File: src/common/srdc_pkg.sv
// Package of constants for the serial receive data-set control block
package srdc_pkg;
	// ----------------------------------------------------------------
	// Clock and timing
	// ----------------------------------------------------------------
	localparam int CLK_HZ          = 50_000_000;
	localparam int CLK_PERIOD_NS   = 20;
	// Half-bit tick for 1050 baud: pulses at twice the bit rate
	localparam int TICK_PERIOD_US  = 476;
	localparam int TICK_WIDTH_US   = 11;
	localparam int OSC_DIV         = 64;
	// Oscillator prescale so that OSC_DIV oscillator periods make one tick
	localparam int PRESCALE_CYC    = (TICK_PERIOD_US * 1000) / (CLK_PERIOD_NS * OSC_DIV);
	localparam int TICK_WIDTH_CYC  = (TICK_WIDTH_US * 1000) / CLK_PERIOD_NS;
	localparam int REG_RESET_NS    = 300;
	localparam int REG_RESET_CYC   = (REG_RESET_NS + CLK_PERIOD_NS - 1) / CLK_PERIOD_NS;
	localparam int CA_LATE_US      = 80;
	localparam int CA_EARLY_DLY_US = 80;
	localparam int CA_EARLY_LEN_US = 20;
	localparam int CA_LATE_CYC     = (CA_LATE_US * 1000) / CLK_PERIOD_NS;
	localparam int CA_EARLY_DLY_CYC = (CA_EARLY_DLY_US * 1000) / CLK_PERIOD_NS;
	localparam int CA_EARLY_LEN_CYC = (CA_EARLY_LEN_US * 1000) / CLK_PERIOD_NS;
	localparam int ON_HOOK_S       = 15;
	localparam longint ON_HOOK_CYC = longint'(ON_HOOK_S) * longint'(CLK_HZ);
	// ----------------------------------------------------------------
	// Widths
	// ----------------------------------------------------------------
	localparam int CNT_W    = 32;
	localparam int FRAME_W  = 9;
	localparam int FIFO_W   = 8;
	localparam int FIFO_D   = 16;
	// ----------------------------------------------------------------
	// Receive states
	// ----------------------------------------------------------------
	typedef enum logic [1:0] {
		SRDC_IDLE  = 2'b00,
		SRDC_CLEAR = 2'b01,
		SRDC_SHIFT = 2'b10,
		SRDC_DONE  = 2'b11
	} srdc_state_t;
endpackage

File: src/common/srdc_fifo_if.sv
// Interface carrying characters from the receiver into its FIFO
`timescale 1ns/10ps
interface srdc_fifo_if #(parameter int W = 8);
	logic [W-1:0] data;
	logic         valid;
	logic         ready;
	modport src (output data, output valid, input ready);
	modport snk (input data, input valid, output ready);
endinterface

File: src/hdl/srdc_top.sv
// Receive-only serial interface with data-set handshaking and bit timer
// What this block does
// - Receive-message output enabled only while selector is in normal position
// - DTR on only with printer ready, paper sufficient or call up, and on-hook timer unexpired
// - Low paper drops DTR only before a call is answered
// - DSR on with paper sufficient asserts receive-message output
// - On-hook timer runs while receive-message asserted and DCD off
// - DCD must come within 15 s; DCD resets timer; expiry drops DTR
// - Data passes only with DCD on and RI off; else idle mark
// - STD follows auto_on_ready input
// - Bit timer divides free-running oscillator by 64; flop shapes pulse
// - Timer counter and pulse flop held cleared while run is false
// - Pulses about 11 us wide every 476 us at 1050 baud
// - Idle mark line makes no control signals or shift clocks
// - Start bit space sets timer run and starts the bit timer
// - First pulse resets stages except last; reset ends when all read set and the settling time has passed
// - Pulses run at twice bit rate; toggle yields one shift clock per bit
// - Until complete: timer runs, available timer off, register reset suppressed
// - Complete when start bit at end and stop mark in first stage
// - Late variant: character available at once for about 80 us
// - Early variant: character available after 80 us for about 20 us
// - One available pulse per character; next start bit re-arms latch
// - DCD off runs timer; expiry drops DTR and forces data to mark
// - DSR off drops receive-message and resets timer for next call
`timescale 1ns/10ps
module srdc_top
	import srdc_pkg::*;
#(
	parameter int      FRAME_LEN   = FRAME_W,
	parameter int      PRESCALE    = PRESCALE_CYC,
	parameter longint  ON_HOOK_LEN = ON_HOOK_CYC,
	parameter int      CA_LATE     = CA_LATE_CYC,
	parameter int      CA_DLY      = CA_EARLY_DLY_CYC,
	parameter int      CA_LEN      = CA_EARLY_LEN_CYC,
	parameter bit      LATE_DESIGN = 1'b1
) (
	// Clock and reset
	input  wire logic                 ref_clk,
	input  wire logic                 rst_n,
	// Printer side
	input  wire logic                 normal_test_selector,
	input  wire logic                 printer_ready,
	input  wire logic                 paper_sufficient,
	input  wire logic                 auto_on_ready,
	output logic                      receive_message_out,
	output logic                      character_available,
	output logic                      rd_out,
	output logic [FRAME_LEN-1:0]      char_word,
	// Data set side
	input  wire logic                 dsr,
	input  wire logic                 dcd,
	input  wire logic                 ri,
	input  wire logic                 rd_in,
	output logic                      dtr,
	output logic                      std_out,
	// Character stream
	output logic [FIFO_W-1:0]         fifo_data,
	output logic                      fifo_valid,
	input  wire logic                 fifo_ready,
	// Status
	output logic                      on_hook_expired,
	output logic                      overrun
);
	// ----------------------------------------------------------------
	// Modem control
	// ----------------------------------------------------------------
	logic [CNT_W+7:0]       hook_cnt_ff;
	logic                   hook_exp_ff;
	logic                   call_up_ff;
	logic                   rm_ff;
	logic                   dtr_ff;
	logic                   std_ff;
	logic                   rd_ff;
	logic                   hook_run;
	logic                   data_gate;
	logic                   rd_line;

	assign hook_run  = rm_ff && !dcd;
	assign data_gate = dcd && !ri && !hook_exp_ff;
	assign rd_line   = data_gate ? rd_in : 1'b1;

	always_ff @(posedge ref_clk or negedge rst_n) begin
		if (!rst_n) begin
			hook_cnt_ff <= '0;
			hook_exp_ff <= 1'b0;
		end else if (!dsr || dcd) begin
			hook_cnt_ff <= '0;
			hook_exp_ff <= 1'b0;
		end else if (hook_run && !hook_exp_ff) begin
			hook_cnt_ff <= hook_cnt_ff + 1'b1;
			if (hook_cnt_ff == (CNT_W+8)'(ON_HOOK_LEN - 1)) begin
				hook_exp_ff <= 1'b1;
			end
		end
	end

	// Call counts as established once DSR is on
	always_ff @(posedge ref_clk or negedge rst_n) begin
		if (!rst_n) begin
			call_up_ff <= 1'b0;
		end else begin
			call_up_ff <= dsr;
		end
	end

	always_ff @(posedge ref_clk or negedge rst_n) begin
		if (!rst_n) begin
			rm_ff   <= 1'b0;
			dtr_ff  <= 1'b0;
			std_ff  <= 1'b0;
			rd_ff   <= 1'b1;
		end else begin
			rm_ff  <= normal_test_selector && dsr && (paper_sufficient || call_up_ff);
			dtr_ff <= printer_ready && (paper_sufficient || call_up_ff) && !hook_exp_ff;
			std_ff <= auto_on_ready;
			rd_ff  <= rd_line;
		end
	end

	assign receive_message_out = rm_ff;
	assign dtr                 = dtr_ff;
	assign std_out             = std_ff;
	assign rd_out              = rd_ff;
	assign on_hook_expired     = hook_exp_ff;

	// ----------------------------------------------------------------
	// Bit timer
	// ----------------------------------------------------------------
	logic              run_ff;
	logic [15:0]       pre_ff;
	logic [5:0]        div_ff;
	logic [15:0]       pw_ff;
	logic              tick_ff;
	logic              osc_edge;

	// Pulse width follows the oscillator, but must outlast the register reset
	localparam int TICK_W_OSC = (TICK_WIDTH_CYC * PRESCALE) / PRESCALE_CYC;
	localparam int TICK_W     = (TICK_W_OSC > REG_RESET_CYC + 4) ? TICK_W_OSC : REG_RESET_CYC + 4;

	// Prescaler stands in for the crystal; free running like the oscillator
	assign osc_edge = (pre_ff == 16'(PRESCALE - 1));

	always_ff @(posedge ref_clk or negedge rst_n) begin
		if (!rst_n) begin
			pre_ff <= '0;
		end else begin
			pre_ff <= osc_edge ? '0 : pre_ff + 1'b1;
		end
	end

	// Counter and shaping flop held clear while not running
	always_ff @(posedge ref_clk or negedge rst_n) begin
		if (!rst_n) begin
			div_ff  <= '0;
			tick_ff <= 1'b0;
			pw_ff   <= '0;
		end else if (!run_ff) begin
			div_ff  <= '0;
			tick_ff <= 1'b0;
			pw_ff   <= '0;
		end else begin
			if (osc_edge) begin
				div_ff <= div_ff + 1'b1;
			end
			if (osc_edge && div_ff == 6'(OSC_DIV - 1)) begin
				tick_ff <= 1'b1;
				pw_ff   <= 16'(TICK_W - 1);
			end else if (pw_ff != '0) begin
				pw_ff <= pw_ff - 1'b1;
			end else begin
				tick_ff <= 1'b0;
			end
		end
	end

	// ----------------------------------------------------------------
	// Receive distributor
	// ----------------------------------------------------------------
	srdc_state_t          st_ff;
	logic [FRAME_LEN-1:0] sr_ff;
	logic                 tick_d_ff;
	logic                 half_ff;
	logic [3:0]           rr_cnt_ff;
	logic                 done_ff;
	logic                 tick_fall;
	logic                 tick_rise;
	logic                 shift_clock_pulse;
	logic                 start_bit_at_end;
	logic                 stop_bit_seen;
	logic                 register_reset;
	logic                 all_set;

	assign tick_fall         = tick_d_ff && !tick_ff;
	assign tick_rise         = tick_ff && !tick_d_ff;
	assign shift_clock_pulse = tick_fall && !half_ff && (st_ff == SRDC_SHIFT);
	assign start_bit_at_end  = !sr_ff[FRAME_LEN-1];
	assign stop_bit_seen     = sr_ff[0];
	assign register_reset    = (st_ff == SRDC_CLEAR);
	assign all_set           = &sr_ff[FRAME_LEN-2:0];

	always_ff @(posedge ref_clk or negedge rst_n) begin
		if (!rst_n) begin
			tick_d_ff <= 1'b0;
		end else begin
			tick_d_ff <= tick_ff;
		end
	end

	// Distributor sequence; idle mark keeps everything quiet
	always_ff @(posedge ref_clk or negedge rst_n) begin
		if (!rst_n) begin
			st_ff     <= SRDC_IDLE;
			run_ff    <= 1'b0;
			half_ff   <= 1'b0;
			rr_cnt_ff <= '0;
			done_ff   <= 1'b0;
		end else begin
			done_ff <= 1'b0;
			case (st_ff)
				SRDC_IDLE: begin
					half_ff <= 1'b0;
					if (!rd_ff) begin
						run_ff <= 1'b1;
						st_ff  <= SRDC_SHIFT;
					end
				end
				SRDC_SHIFT: begin
					// Rise of the first pulse clears the register; its fall shifts the start bit
					if (tick_rise && rr_cnt_ff == '0) begin
						st_ff <= SRDC_CLEAR;
					end else if (tick_fall) begin
						half_ff <= !half_ff;
					end
					if (start_bit_at_end && stop_bit_seen) begin
						run_ff  <= 1'b0;
						done_ff <= 1'b1;
						st_ff   <= SRDC_DONE;
					end
				end
				SRDC_CLEAR: begin
					rr_cnt_ff <= rr_cnt_ff + 1'b1;
					// Reset lasts until decoded, at least the settling time
					if (all_set && rr_cnt_ff >= 4'(REG_RESET_CYC - 1)) begin
						st_ff <= SRDC_SHIFT;
					end
				end
				default: begin
					// Wait for line to return to mark before re-arming
					rr_cnt_ff <= '0;
					if (rd_ff) begin
						st_ff <= SRDC_IDLE;
					end
				end
			endcase
		end
	end

	// Shift register, stop end at bit 0, start bit travels to the top
	always_ff @(posedge ref_clk or negedge rst_n) begin
		if (!rst_n) begin
			sr_ff <= '1;
		end else if (register_reset) begin
			sr_ff[FRAME_LEN-2:0] <= '1;
		end else if (shift_clock_pulse) begin
			sr_ff <= {sr_ff[FRAME_LEN-2:0], rd_ff};
		end else if (st_ff == SRDC_IDLE && rd_ff) begin
			sr_ff[FRAME_LEN-1] <= 1'b1;
		end
	end

	// ----------------------------------------------------------------
	// Character available
	// ----------------------------------------------------------------
	logic [15:0]          ca_cnt_ff;
	logic                 ca_armed_ff;
	logic                 ca_ff;
	logic                 ca_wait_ff;
	logic [FRAME_LEN-1:0] word_ff;

	always_ff @(posedge ref_clk or negedge rst_n) begin
		if (!rst_n) begin
			ca_armed_ff <= 1'b1;
			ca_ff       <= 1'b0;
			ca_wait_ff  <= 1'b0;
			ca_cnt_ff   <= '0;
			word_ff     <= '1;
		end else begin
			if (st_ff == SRDC_IDLE && !rd_ff) begin
				ca_armed_ff <= 1'b1;
			end
			if (done_ff && ca_armed_ff) begin
				ca_armed_ff <= 1'b0;
				word_ff     <= sr_ff;
				if (LATE_DESIGN) begin
					ca_ff     <= 1'b1;
					ca_cnt_ff <= 16'(CA_LATE - 1);
				end else begin
					ca_wait_ff <= 1'b1;
					ca_cnt_ff  <= 16'(CA_DLY - 1);
				end
			end else if (ca_cnt_ff != '0) begin
				ca_cnt_ff <= ca_cnt_ff - 1'b1;
			end else if (ca_wait_ff) begin
				ca_wait_ff <= 1'b0;
				ca_ff      <= 1'b1;
				ca_cnt_ff  <= 16'(CA_LEN - 1);
			end else begin
				ca_ff <= 1'b0;
			end
		end
	end

	assign character_available = ca_ff;
	assign char_word           = word_ff;

	// ----------------------------------------------------------------
	// FIFO of received characters
	// ----------------------------------------------------------------
	srdc_fifo_if #(.W(FIFO_W)) fif ();
	logic push_ff;
	logic ovr_ff;

	always_ff @(posedge ref_clk or negedge rst_n) begin
		if (!rst_n) begin
			push_ff <= 1'b0;
			ovr_ff  <= 1'b0;
		end else begin
			push_ff <= done_ff && ca_armed_ff;
			// A full FIFO drops the character; sticky flag tells the user
			if (push_ff && !fif.ready) begin
				ovr_ff <= 1'b1;
			end
		end
	end

	assign fif.valid = push_ff;
	assign fif.data  = word_ff[FRAME_LEN-2:FRAME_LEN-1-FIFO_W];
	assign overrun   = ovr_ff;

	srdc_fifo #(.W(FIFO_W), .D(FIFO_D)) u_fifo (
		.ref_clk  (ref_clk),
		.rst_n    (rst_n),
		.wr       (fif.snk),
		.rd_data  (fifo_data),
		.rd_valid (fifo_valid),
		.rd_ready (fifo_ready)
	);

	// ----------------------------------------------------------------
	// Checks
	// ----------------------------------------------------------------
	rm_norm_a: assert property (@(posedge ref_clk) disable iff (!rst_n)
		!normal_test_selector |=> !receive_message_out) else $error("rm without normal");
	dtr_ready_a: assert property (@(posedge ref_clk) disable iff (!rst_n)
		!printer_ready |=> !dtr) else $error("dtr without ready");
	dtr_expiry_a: assert property (@(posedge ref_clk) disable iff (!rst_n)
		hook_exp_ff |=> !dtr) else $error("dtr after expiry");
	dcd_clear_a: assert property (@(posedge ref_clk) disable iff (!rst_n)
		dcd |=> !hook_exp_ff && hook_cnt_ff == '0) else $error("timer not reset");
	std_follow_a: assert property (@(posedge ref_clk) disable iff (!rst_n)
		std_out == $past(auto_on_ready)) else $error("std mismatch");
	rd_gate_a: assert property (@(posedge ref_clk) disable iff (!rst_n)
		ri |=> rd_out) else $error("data passed during ring");
	timer_held_a: assert property (@(posedge ref_clk) disable iff (!rst_n)
		!run_ff |=> div_ff == '0 && !tick_ff) else $error("timer not held");
	idle_quiet_a: assert property (@(posedge ref_clk) disable iff (!rst_n)
		st_ff == SRDC_IDLE |-> !shift_clock_pulse && !register_reset) else $error("idle activity");
	start_run_a: assert property (@(posedge ref_clk) disable iff (!rst_n)
		st_ff == SRDC_IDLE && !rd_ff |=> run_ff) else $error("start not seen");
	done_stop_a: assert property (@(posedge ref_clk) disable iff (!rst_n)
		done_ff |-> !run_ff) else $error("timer runs after completion");

	char_done_c: cover property (@(posedge ref_clk) done_ff);
	ca_pulse_c:  cover property (@(posedge ref_clk) $rose(character_available));
	expiry_c:    cover property (@(posedge ref_clk) $rose(hook_exp_ff));
endmodule

File: src/hdl/srdc_fifo.sv
// Character FIFO with valid and ready on both sides
`timescale 1ns/10ps
module srdc_fifo #(
	parameter int W = 8,
	parameter int D = 16
) (
	// Clock and reset
	input  wire logic         ref_clk,
	input  wire logic         rst_n,
	// Fill side
	srdc_fifo_if.snk          wr,
	// Drain side
	output logic [W-1:0]      rd_data,
	output logic              rd_valid,
	input  wire logic         rd_ready
);
	localparam int AW = $clog2(D);
	logic [W-1:0] mem_ff [D];
	logic [AW:0]  wptr_ff;
	logic [AW:0]  rptr_ff;
	logic         full;
	logic         push;
	logic         pop;

	assign full     = (wptr_ff[AW] != rptr_ff[AW]) && (wptr_ff[AW-1:0] == rptr_ff[AW-1:0]);
	assign rd_valid = (wptr_ff != rptr_ff);
	assign wr.ready = !full;
	assign push     = wr.valid && !full;
	assign pop      = rd_valid && rd_ready;
	assign rd_data  = mem_ff[rptr_ff[AW-1:0]];

	always_ff @(posedge ref_clk) begin
		if (push) begin
			mem_ff[wptr_ff[AW-1:0]] <= wr.data;
		end
	end

	always_ff @(posedge ref_clk or negedge rst_n) begin
		if (!rst_n) begin
			wptr_ff <= '0;
			rptr_ff <= '0;
		end else begin
			if (push) begin
				wptr_ff <= wptr_ff + 1'b1;
			end
			if (pop) begin
				rptr_ff <= rptr_ff + 1'b1;
			end
		end
	end

	no_overflow_a: assert property (@(posedge ref_clk) disable iff (!rst_n)
		full |=> $stable(wptr_ff) || $past(pop)) else $error("fifo written while full");
endmodule

File: config.mk
export PLATFORM = sky130hd
export DESIGN_NAME = srdc_top
export DESIGN_NICKNAME = d
export VERILOG_FILES = /design/src/common/srdc_pkg.sv /design/src/common/srdc_fifo_if.sv /design/src/hdl/srdc_top.sv /design/src/hdl/srdc_fifo.sv
export SDC_FILE = /design/constraint.sdc
export NUM_CORES = 1
export LEC_CHECK = 0
export BUFFER_PORTS_ARGS = -buffer_cell sky130_fd_sc_hd__buf_2
export CAP_MARGIN = 20
export CORE_MARGIN = 8
export CORE_UTILIZATION = 60
export DETAILED_ROUTE_END_ITERATION = 12
export GPL_TIMING_DRIVEN = 0
export PLACE_DENSITY = 0.77
export SLEW_MARGIN = 20
export SYNTH_ARGS = -nofsm -noshare
export SYNTH_HDL_FRONTEND = slang
export SYNTH_HIERARCHICAL = 1
export SYNTH_SLANG_ARGS = --single-unit
File: constraint.sdc
create_clock -name ref_clk -period 2.7 [get_ports ref_clk]
set_clock_uncertainty 0.05 [all_clocks]
set_input_delay 0.27 -clock ref_clk [delete_from_list [all_inputs] [get_ports ref_clk]]
set_output_delay 0.27 -clock ref_clk [all_outputs]
set_load 0.05 [all_outputs]
---- Yosys cells after proc, flatten, opt, wreduce, memory -nomap -nowiden ----
Memories as Yosys holds them, arrays and structs flattened.
Cells that the tools add are included.
cells by class
  $add $sub $neg .......................... 8
  order comparisons ....................... 1
  equality and inequality tests ........... 18
  mux-type cells .......................... 42
  bitwise operators ....................... 1
  reduce and logical (&&, ||, !) cells .... 54
operators with widths
  kind                     count
  $mux W16                 6
  $mux W40                 2
  $add A40 B1 Y40 const B  1
  $eq A40 B30 Y1 const B   1
  $reduce_bool A16 Y1      2
  $sub A16 B1 Y16 const B  2
  $logic_and A1 B1 Y1      23
  $mux W1                  21
  $add A16 B1 Y16 const B  1
  $eq A16 B9 Y1 const B    1
  $mux W8                  2
  $reduce_bool A2 Y1       7
  $mux W6                  2
  $add A5 B1 Y5 const B    2
  $logic_not A1 Y1         10
  $mux W2                  5
  $ne A2 B2 Y1 const B     4
  $pmux W4 S2              1
  $reduce_and A8 Y1        1
  $add A6 B1 Y6 const B    1
  $eq A6 B6 Y1 const B     1
  $ne A2 B1 Y1 const B     3
  $ne A3 B1 Y1 const B     2
  $pmux W2 S3              1
  other kinds (18)         22
storage, ports and cells
  bits in registers ....................... 143
  memory bits (writable) .................. 128
  input port bits ......................... 11
  output and inout bits ................... 25
  logic and storage cells ................. 152
  memories ................................ 1
memories
  name           depth  width  read ports  clocked after memory_dff  write ports  line             text
  u_fifo.mem_ff  16     8      1           0                         1            srdc_fifo.sv:18  logic [W-1:0] mem_ff [D];

---- Depth between registers and ports, before layout ----
  depth in word-level cells ............... 6
  mapped depth ............................ 10
  mapped depth without buffers ............ 7

---- Hierarchy ----
The synthesis kept the hierarchy.
modules (own cells, without submodules)
  module     instances  cells an instance  area each (um^2)  seq. area each (um^2)
  srdc_top   1          697                6608.8            3353.2
  srdc_fifo  1          284                5584.1            4093.9

---- Least setup slack after synthesis ----
Ideal clock, no wire load.
  path type ............................... register to register
  from .................................... register hook_exp_ff, in the netlist on_hook_expired
  to ...................................... register hook_cnt_ff[33]
  library setup time ...................... 0.078 ns
  arrival time ............................ 2.274 ns
  data required time ...................... 2.572 ns
  setup slack ............................. 0.298 ns
  stages on the path, launching flop included .. 6
  path buffers ............................ 0
  clock period less this slack ............ 2.402 ns
  path through ............................ dfrtp_1 nand2b_1 a2111oi_0 or4b_1 or4_1 a21oi_1
between the ends
  longest elaborated chain between the ends .. 3
RTL lines
  element                              line            text
  from (decl)                          srdc_top.sv:68  logic hook_exp_ff;
  from (signal assigned)               srdc_top.sv:85  hook_exp_ff <= 1'b0;
  from (signal assigned)               srdc_top.sv:88  hook_exp_ff <= 1'b0;
  from (signal assigned)               srdc_top.sv:92  hook_exp_ff <= 1'b1;
  $logic_not A1 Y1                     srdc_top.sv:89  end else if (hook_run && !hook_exp_ff) begin
  $logic_and A1 B1 Y1                  srdc_top.sv:89
  $reduce_bool A2 Y1 (no source line)  n/a
  to (signal assigned)                 srdc_top.sv:90  hook_cnt_ff <= hook_cnt_ff + 1'b1;
  to (decl)                            srdc_top.sv:67  logic [CNT_W+7:0] hook_cnt_ff;
No other way between the ends.
A chain may end at the register's enable or synchronous reset.

---- Worst setup path in the final report ----
  from .................................... register u_fifo.rptr_ff[1]
  to ...................................... output fifo_data[4]
between the ends
  longest elaborated chain between the ends .. 1
RTL lines
  element                 line             text
  from (decl)             srdc_fifo.sv:20  logic [AW:0] rptr_ff;
  from (signal assigned)  srdc_fifo.sv:47  rptr_ff <= rptr_ff + 1'b1;
  $mem_v2 Z16 W8          n/a
  to (decl)               srdc_top.sv:57   output logic [FIFO_W-1:0] fifo_data,
No other way between the ends.

==> flow_metrics.tcl <==
set metrics [dict create \
    slowest_stage "mux4_2" \
    final_area_um2 13800 \
    drc 0 \
    antenna_left 0 \
    synthTopCellsByArea "edfxtp_1 (32%), dfrtp_1 (25%), dfstp_2 (4.3%), mux4_2 (3.9%), xnor2_1 (3.7%)" \
    placed_cells 1287 \
    path_buf_inv 3 \
    path_cells "buf_8 > buf_12 > mux4_2 > a22oi_2 > nand2_1 > buf_4" \
    p_leak_nw 4.99 \
    fillers 1436 \
    setup_ws_ps 66.2 \
    holdWs_ps 177 \
    power_density_nw_per_um2 592 \
    synth_area_per_cell_um2 12.4 \
    cp_max_fo 10 \
    rsz0062_at_grt "yes" \
    drive_gt1_share_pct 14.9 \
    clockBufferDepth 3 \
    grt.total_usage_pct 20.7 \
    vdd_drop_max_mv 0.546 \
    hp-class "in -> async" \
    rows 52 \
    outcome "finished clean" \
    setup_viol 0 \
    die_w_um 159 \
    timing.rr.end "hook_cnt_ff[33]$_DFFE_PN0P_" \
    root_buffer "clkbuf_16" \
    wl_um 25000 \
    arrival_ps 2310 \
    synth.most_common_cell "edfxtp_1" \
    drt_iter0_markers 604 \
    slew_headroom_pct 39.5 \
    worst_ep_required_time_ps 2380 \
    port_buffers 35 \
    antenna_found_initial 0 \
    routed-via-count 7939 \
    grt_pass1_wl_um 41100 \
    avgRoutedWirePerCell_um 18.6 \
    finalNonFillerCells 1347 \
    maxSlewViolCount 0 \
    crit_path_end_kind "output pin" \
    synth-edff-count 128 \
    h-tree-depth 1 \
    placed_cell_area_um2 12700 \
    synth_top_area_share_pct 31.5 \
    synth_area_um2 12200 \
    synthArstFlopShare_pct 52.8 \
    synth_ff_type "edfxtp_1" \
    period_needed_ps 2630 \
    max-cap-violations 0 \
    post-route-period-util_pct 97.5 \
    overflow 0 \
    p_total_mw 8.17 \
    rrSetupSlack_ps 150 \
    slowest_delay_ps 540 \
    yosysWarnings 6 \
    tightest_slew_ps 905 \
    post-dp-hpwl_um 16200 \
    critical_path_class "reg -> out" \
    r2r_start "on_hook_expired$_DFFE_PN0P_" \
    synth-seq-area-share_pct 61.1 \
    netlist_instances 981 \
    n_antenna_cell 0 \
    rr_worst_depth 5 \
    clkSlewWorstSetupHoldPaths_ps 70 \
    clkSinkCount 271 \
    pre_cts_ws_ps 8.28 \
    place.gp.congestion 0.855 \
    numCtsBuffers 27 \
    drt_first_pass_iters 5 \
    cts_tree "done" \
    critical_path.startpoint_type "flip-flop" \
    clock_latency_ps 530 \
    synth_nets 1007 \
    dieArea_um2 25100 \
    grt_max_degree 98 \
    die_y_um 159 \
    viasPerCell 5.89 \
    max_freq_ghz 0.380 \
    core_um2 20100 \
    synth_top_cell_by_area "edfxtp_1" \
    yosys-top-cells-count "edfxtp_1 (128), dfrtp_1 (123), nand2_1 (109)" \
    final_nets 1082 \
    start_util_pct 60.6 \
    crit_family "multiplexers" \
    synth_seq_cells 271 \
    synth_cell_types 66 \
    num_io_pins 36 \
    hold_viol 0 \
    grt_pass1_vias 8008 \
    area_growth_pct 13.1 \
]
==> cell type report <==
class / count / area [um^2] / share of cell area [%]
sequential: 271 / 7450 / 54.0
inverter: 25 / 93.8 / 0.680
tap: 270 / 338 / 2.45
clock inverter: 17 / 186 / 1.35
multi-input combinational: 642 / 4460 / 32.3
clock buffer: 33 / 698 / 5.06
timing repair buffer: 47 / 335 / 2.43
buffer: 42 / 238 / 1.72
==> registers in the layout, indices dropped and copies added (netlist names), 2 cells and up <==
| register | flops |
|---|---|
| pre_ff | 16 |
| u_fifo/mem_ff | 128 |
| char_word | 9 |
| hook_cnt_ff | 40 |
| div_ff | 6 |
| pw_ff | 16 |
| u_fifo/rptr_ff | 5 |
| sr_ff | 9 |
| u_fifo/wptr_ff | 5 |
| st_ff | 2 |
| ca_cnt_ff | 16 |
| rr_cnt_ff | 4 |
==> worst reg2reg max path, stage by stage, from the launching register on <==
cell       delay, ps
dfrtp_1          470
nand2b_1         250
a2111oi_1        520
or4b_1           580
or4_1            440
a21oi_1          170
==> cell usage in the layout (no fill, tap or decap), types with 24 or more instances in the layout <==
cell / synthesis / final
nand2_1: 109 / 109
nand3_1: 38 / 38
xnor2_1: 51 / 51
nor2_1: 87 / 87
mux4_2: 21 / 26
dfrtp_1: 123 / 123
clkbuf_16: 0 / 27
o21ai_0: 25 / 25
buf_2: 8 / 36
clkbuf_1: 25 / 29
inv_1: 24 / 24
edfxtp_1: 128 / 128
a21oi_1: 30 / 30
==> routing by layer <==
layer,share of wire [%],wire length (um),up-vias,track usage (%)
met5,0,0,-,0
met4,1.5,378,0,4.98
met3,3.9,987,29,2.82
met2,52,12900,157,37.4
met1,43,10700,4012,25.7
li1,-,-,3741,-
==> power by group <==
| part | switching (mW) | internal (mW) | leakage [nW] |
|---|---|---|---|
| Combinational | 0.0774 | 0.0317 | 1.78 |
| Sequential | 0.00778 | 4.31 | 2.78 |
| Clock | 1.52 | 2.22 | 0.428 |
| Total | 1.61 | 6.56 | 4.99 |
==> cell families after synthesis <==
kind of cell | count (synthesis) | share of synthesized area [%]
muxes | 39 | 6.85
adders and majority gates | 15 | 1.54
and+or+nand+nor | 407 | 17.1
buffers and inverters | 68 | 2.58
AOI/OAI and AO/OA | 107 | 5.52
xor gates and xnor gates | 74 | 5.32
DFF | 271 | 61.1
==> through the flow <==
stage               setup TNS [ps]  util, %
finish                           0     68.6
CTS                           -208     68.5
detailed placement               0     63.4
global placement            -88650     63.2
global route                 -13.0     68.6
floorplan                        0        -
==> how the worst max path moves through the flow <==
| stage | start | to | slack [ps] | cells past startpoint |
|---|---|---|---|---|
| detailed placement | u_fifo/wptr_ff[4]$_DFFE_PN0P_ | u_fifo/mem_ff[14][1]$_DFFE_PP_ | 8 | 3 |
| floorplan | on_hook_expired$_DFFE_PN0P_ | hook_cnt_ff[33]$_DFFE_PN0P_ | 300 | 5 |
| finish | u_fifo/rptr_ff[1]$_DFFE_PN0P_ | fifo_data[4] | 70 | 6 |
| global placement | rst_n | pw_ff[14]$_DFFE_PN0P_ | -740 | 1 |
| CTS | u_fifo/rptr_ff[4]$_DFFE_PN0P_ | u_fifo/mem_ff[14][3]$_DFFE_PP_ | -20 | 3 |
| global route | u_fifo/rptr_ff[1]$_DFFE_PN0P_ | fifo_data[1] | -10 | 6 |
==> timing repair <==
action | in CTS | in global routing
gates resized for setup | 10 | 16
pin swaps | 0 | 0
setup endpoints to repair | 24 | 13
hold buffers | 11 | 0
endpoints found under the hold margin | 53 | 0
buffers inserted | 0 | 0
No activity file was read; power rests on OpenSTA's default activity.
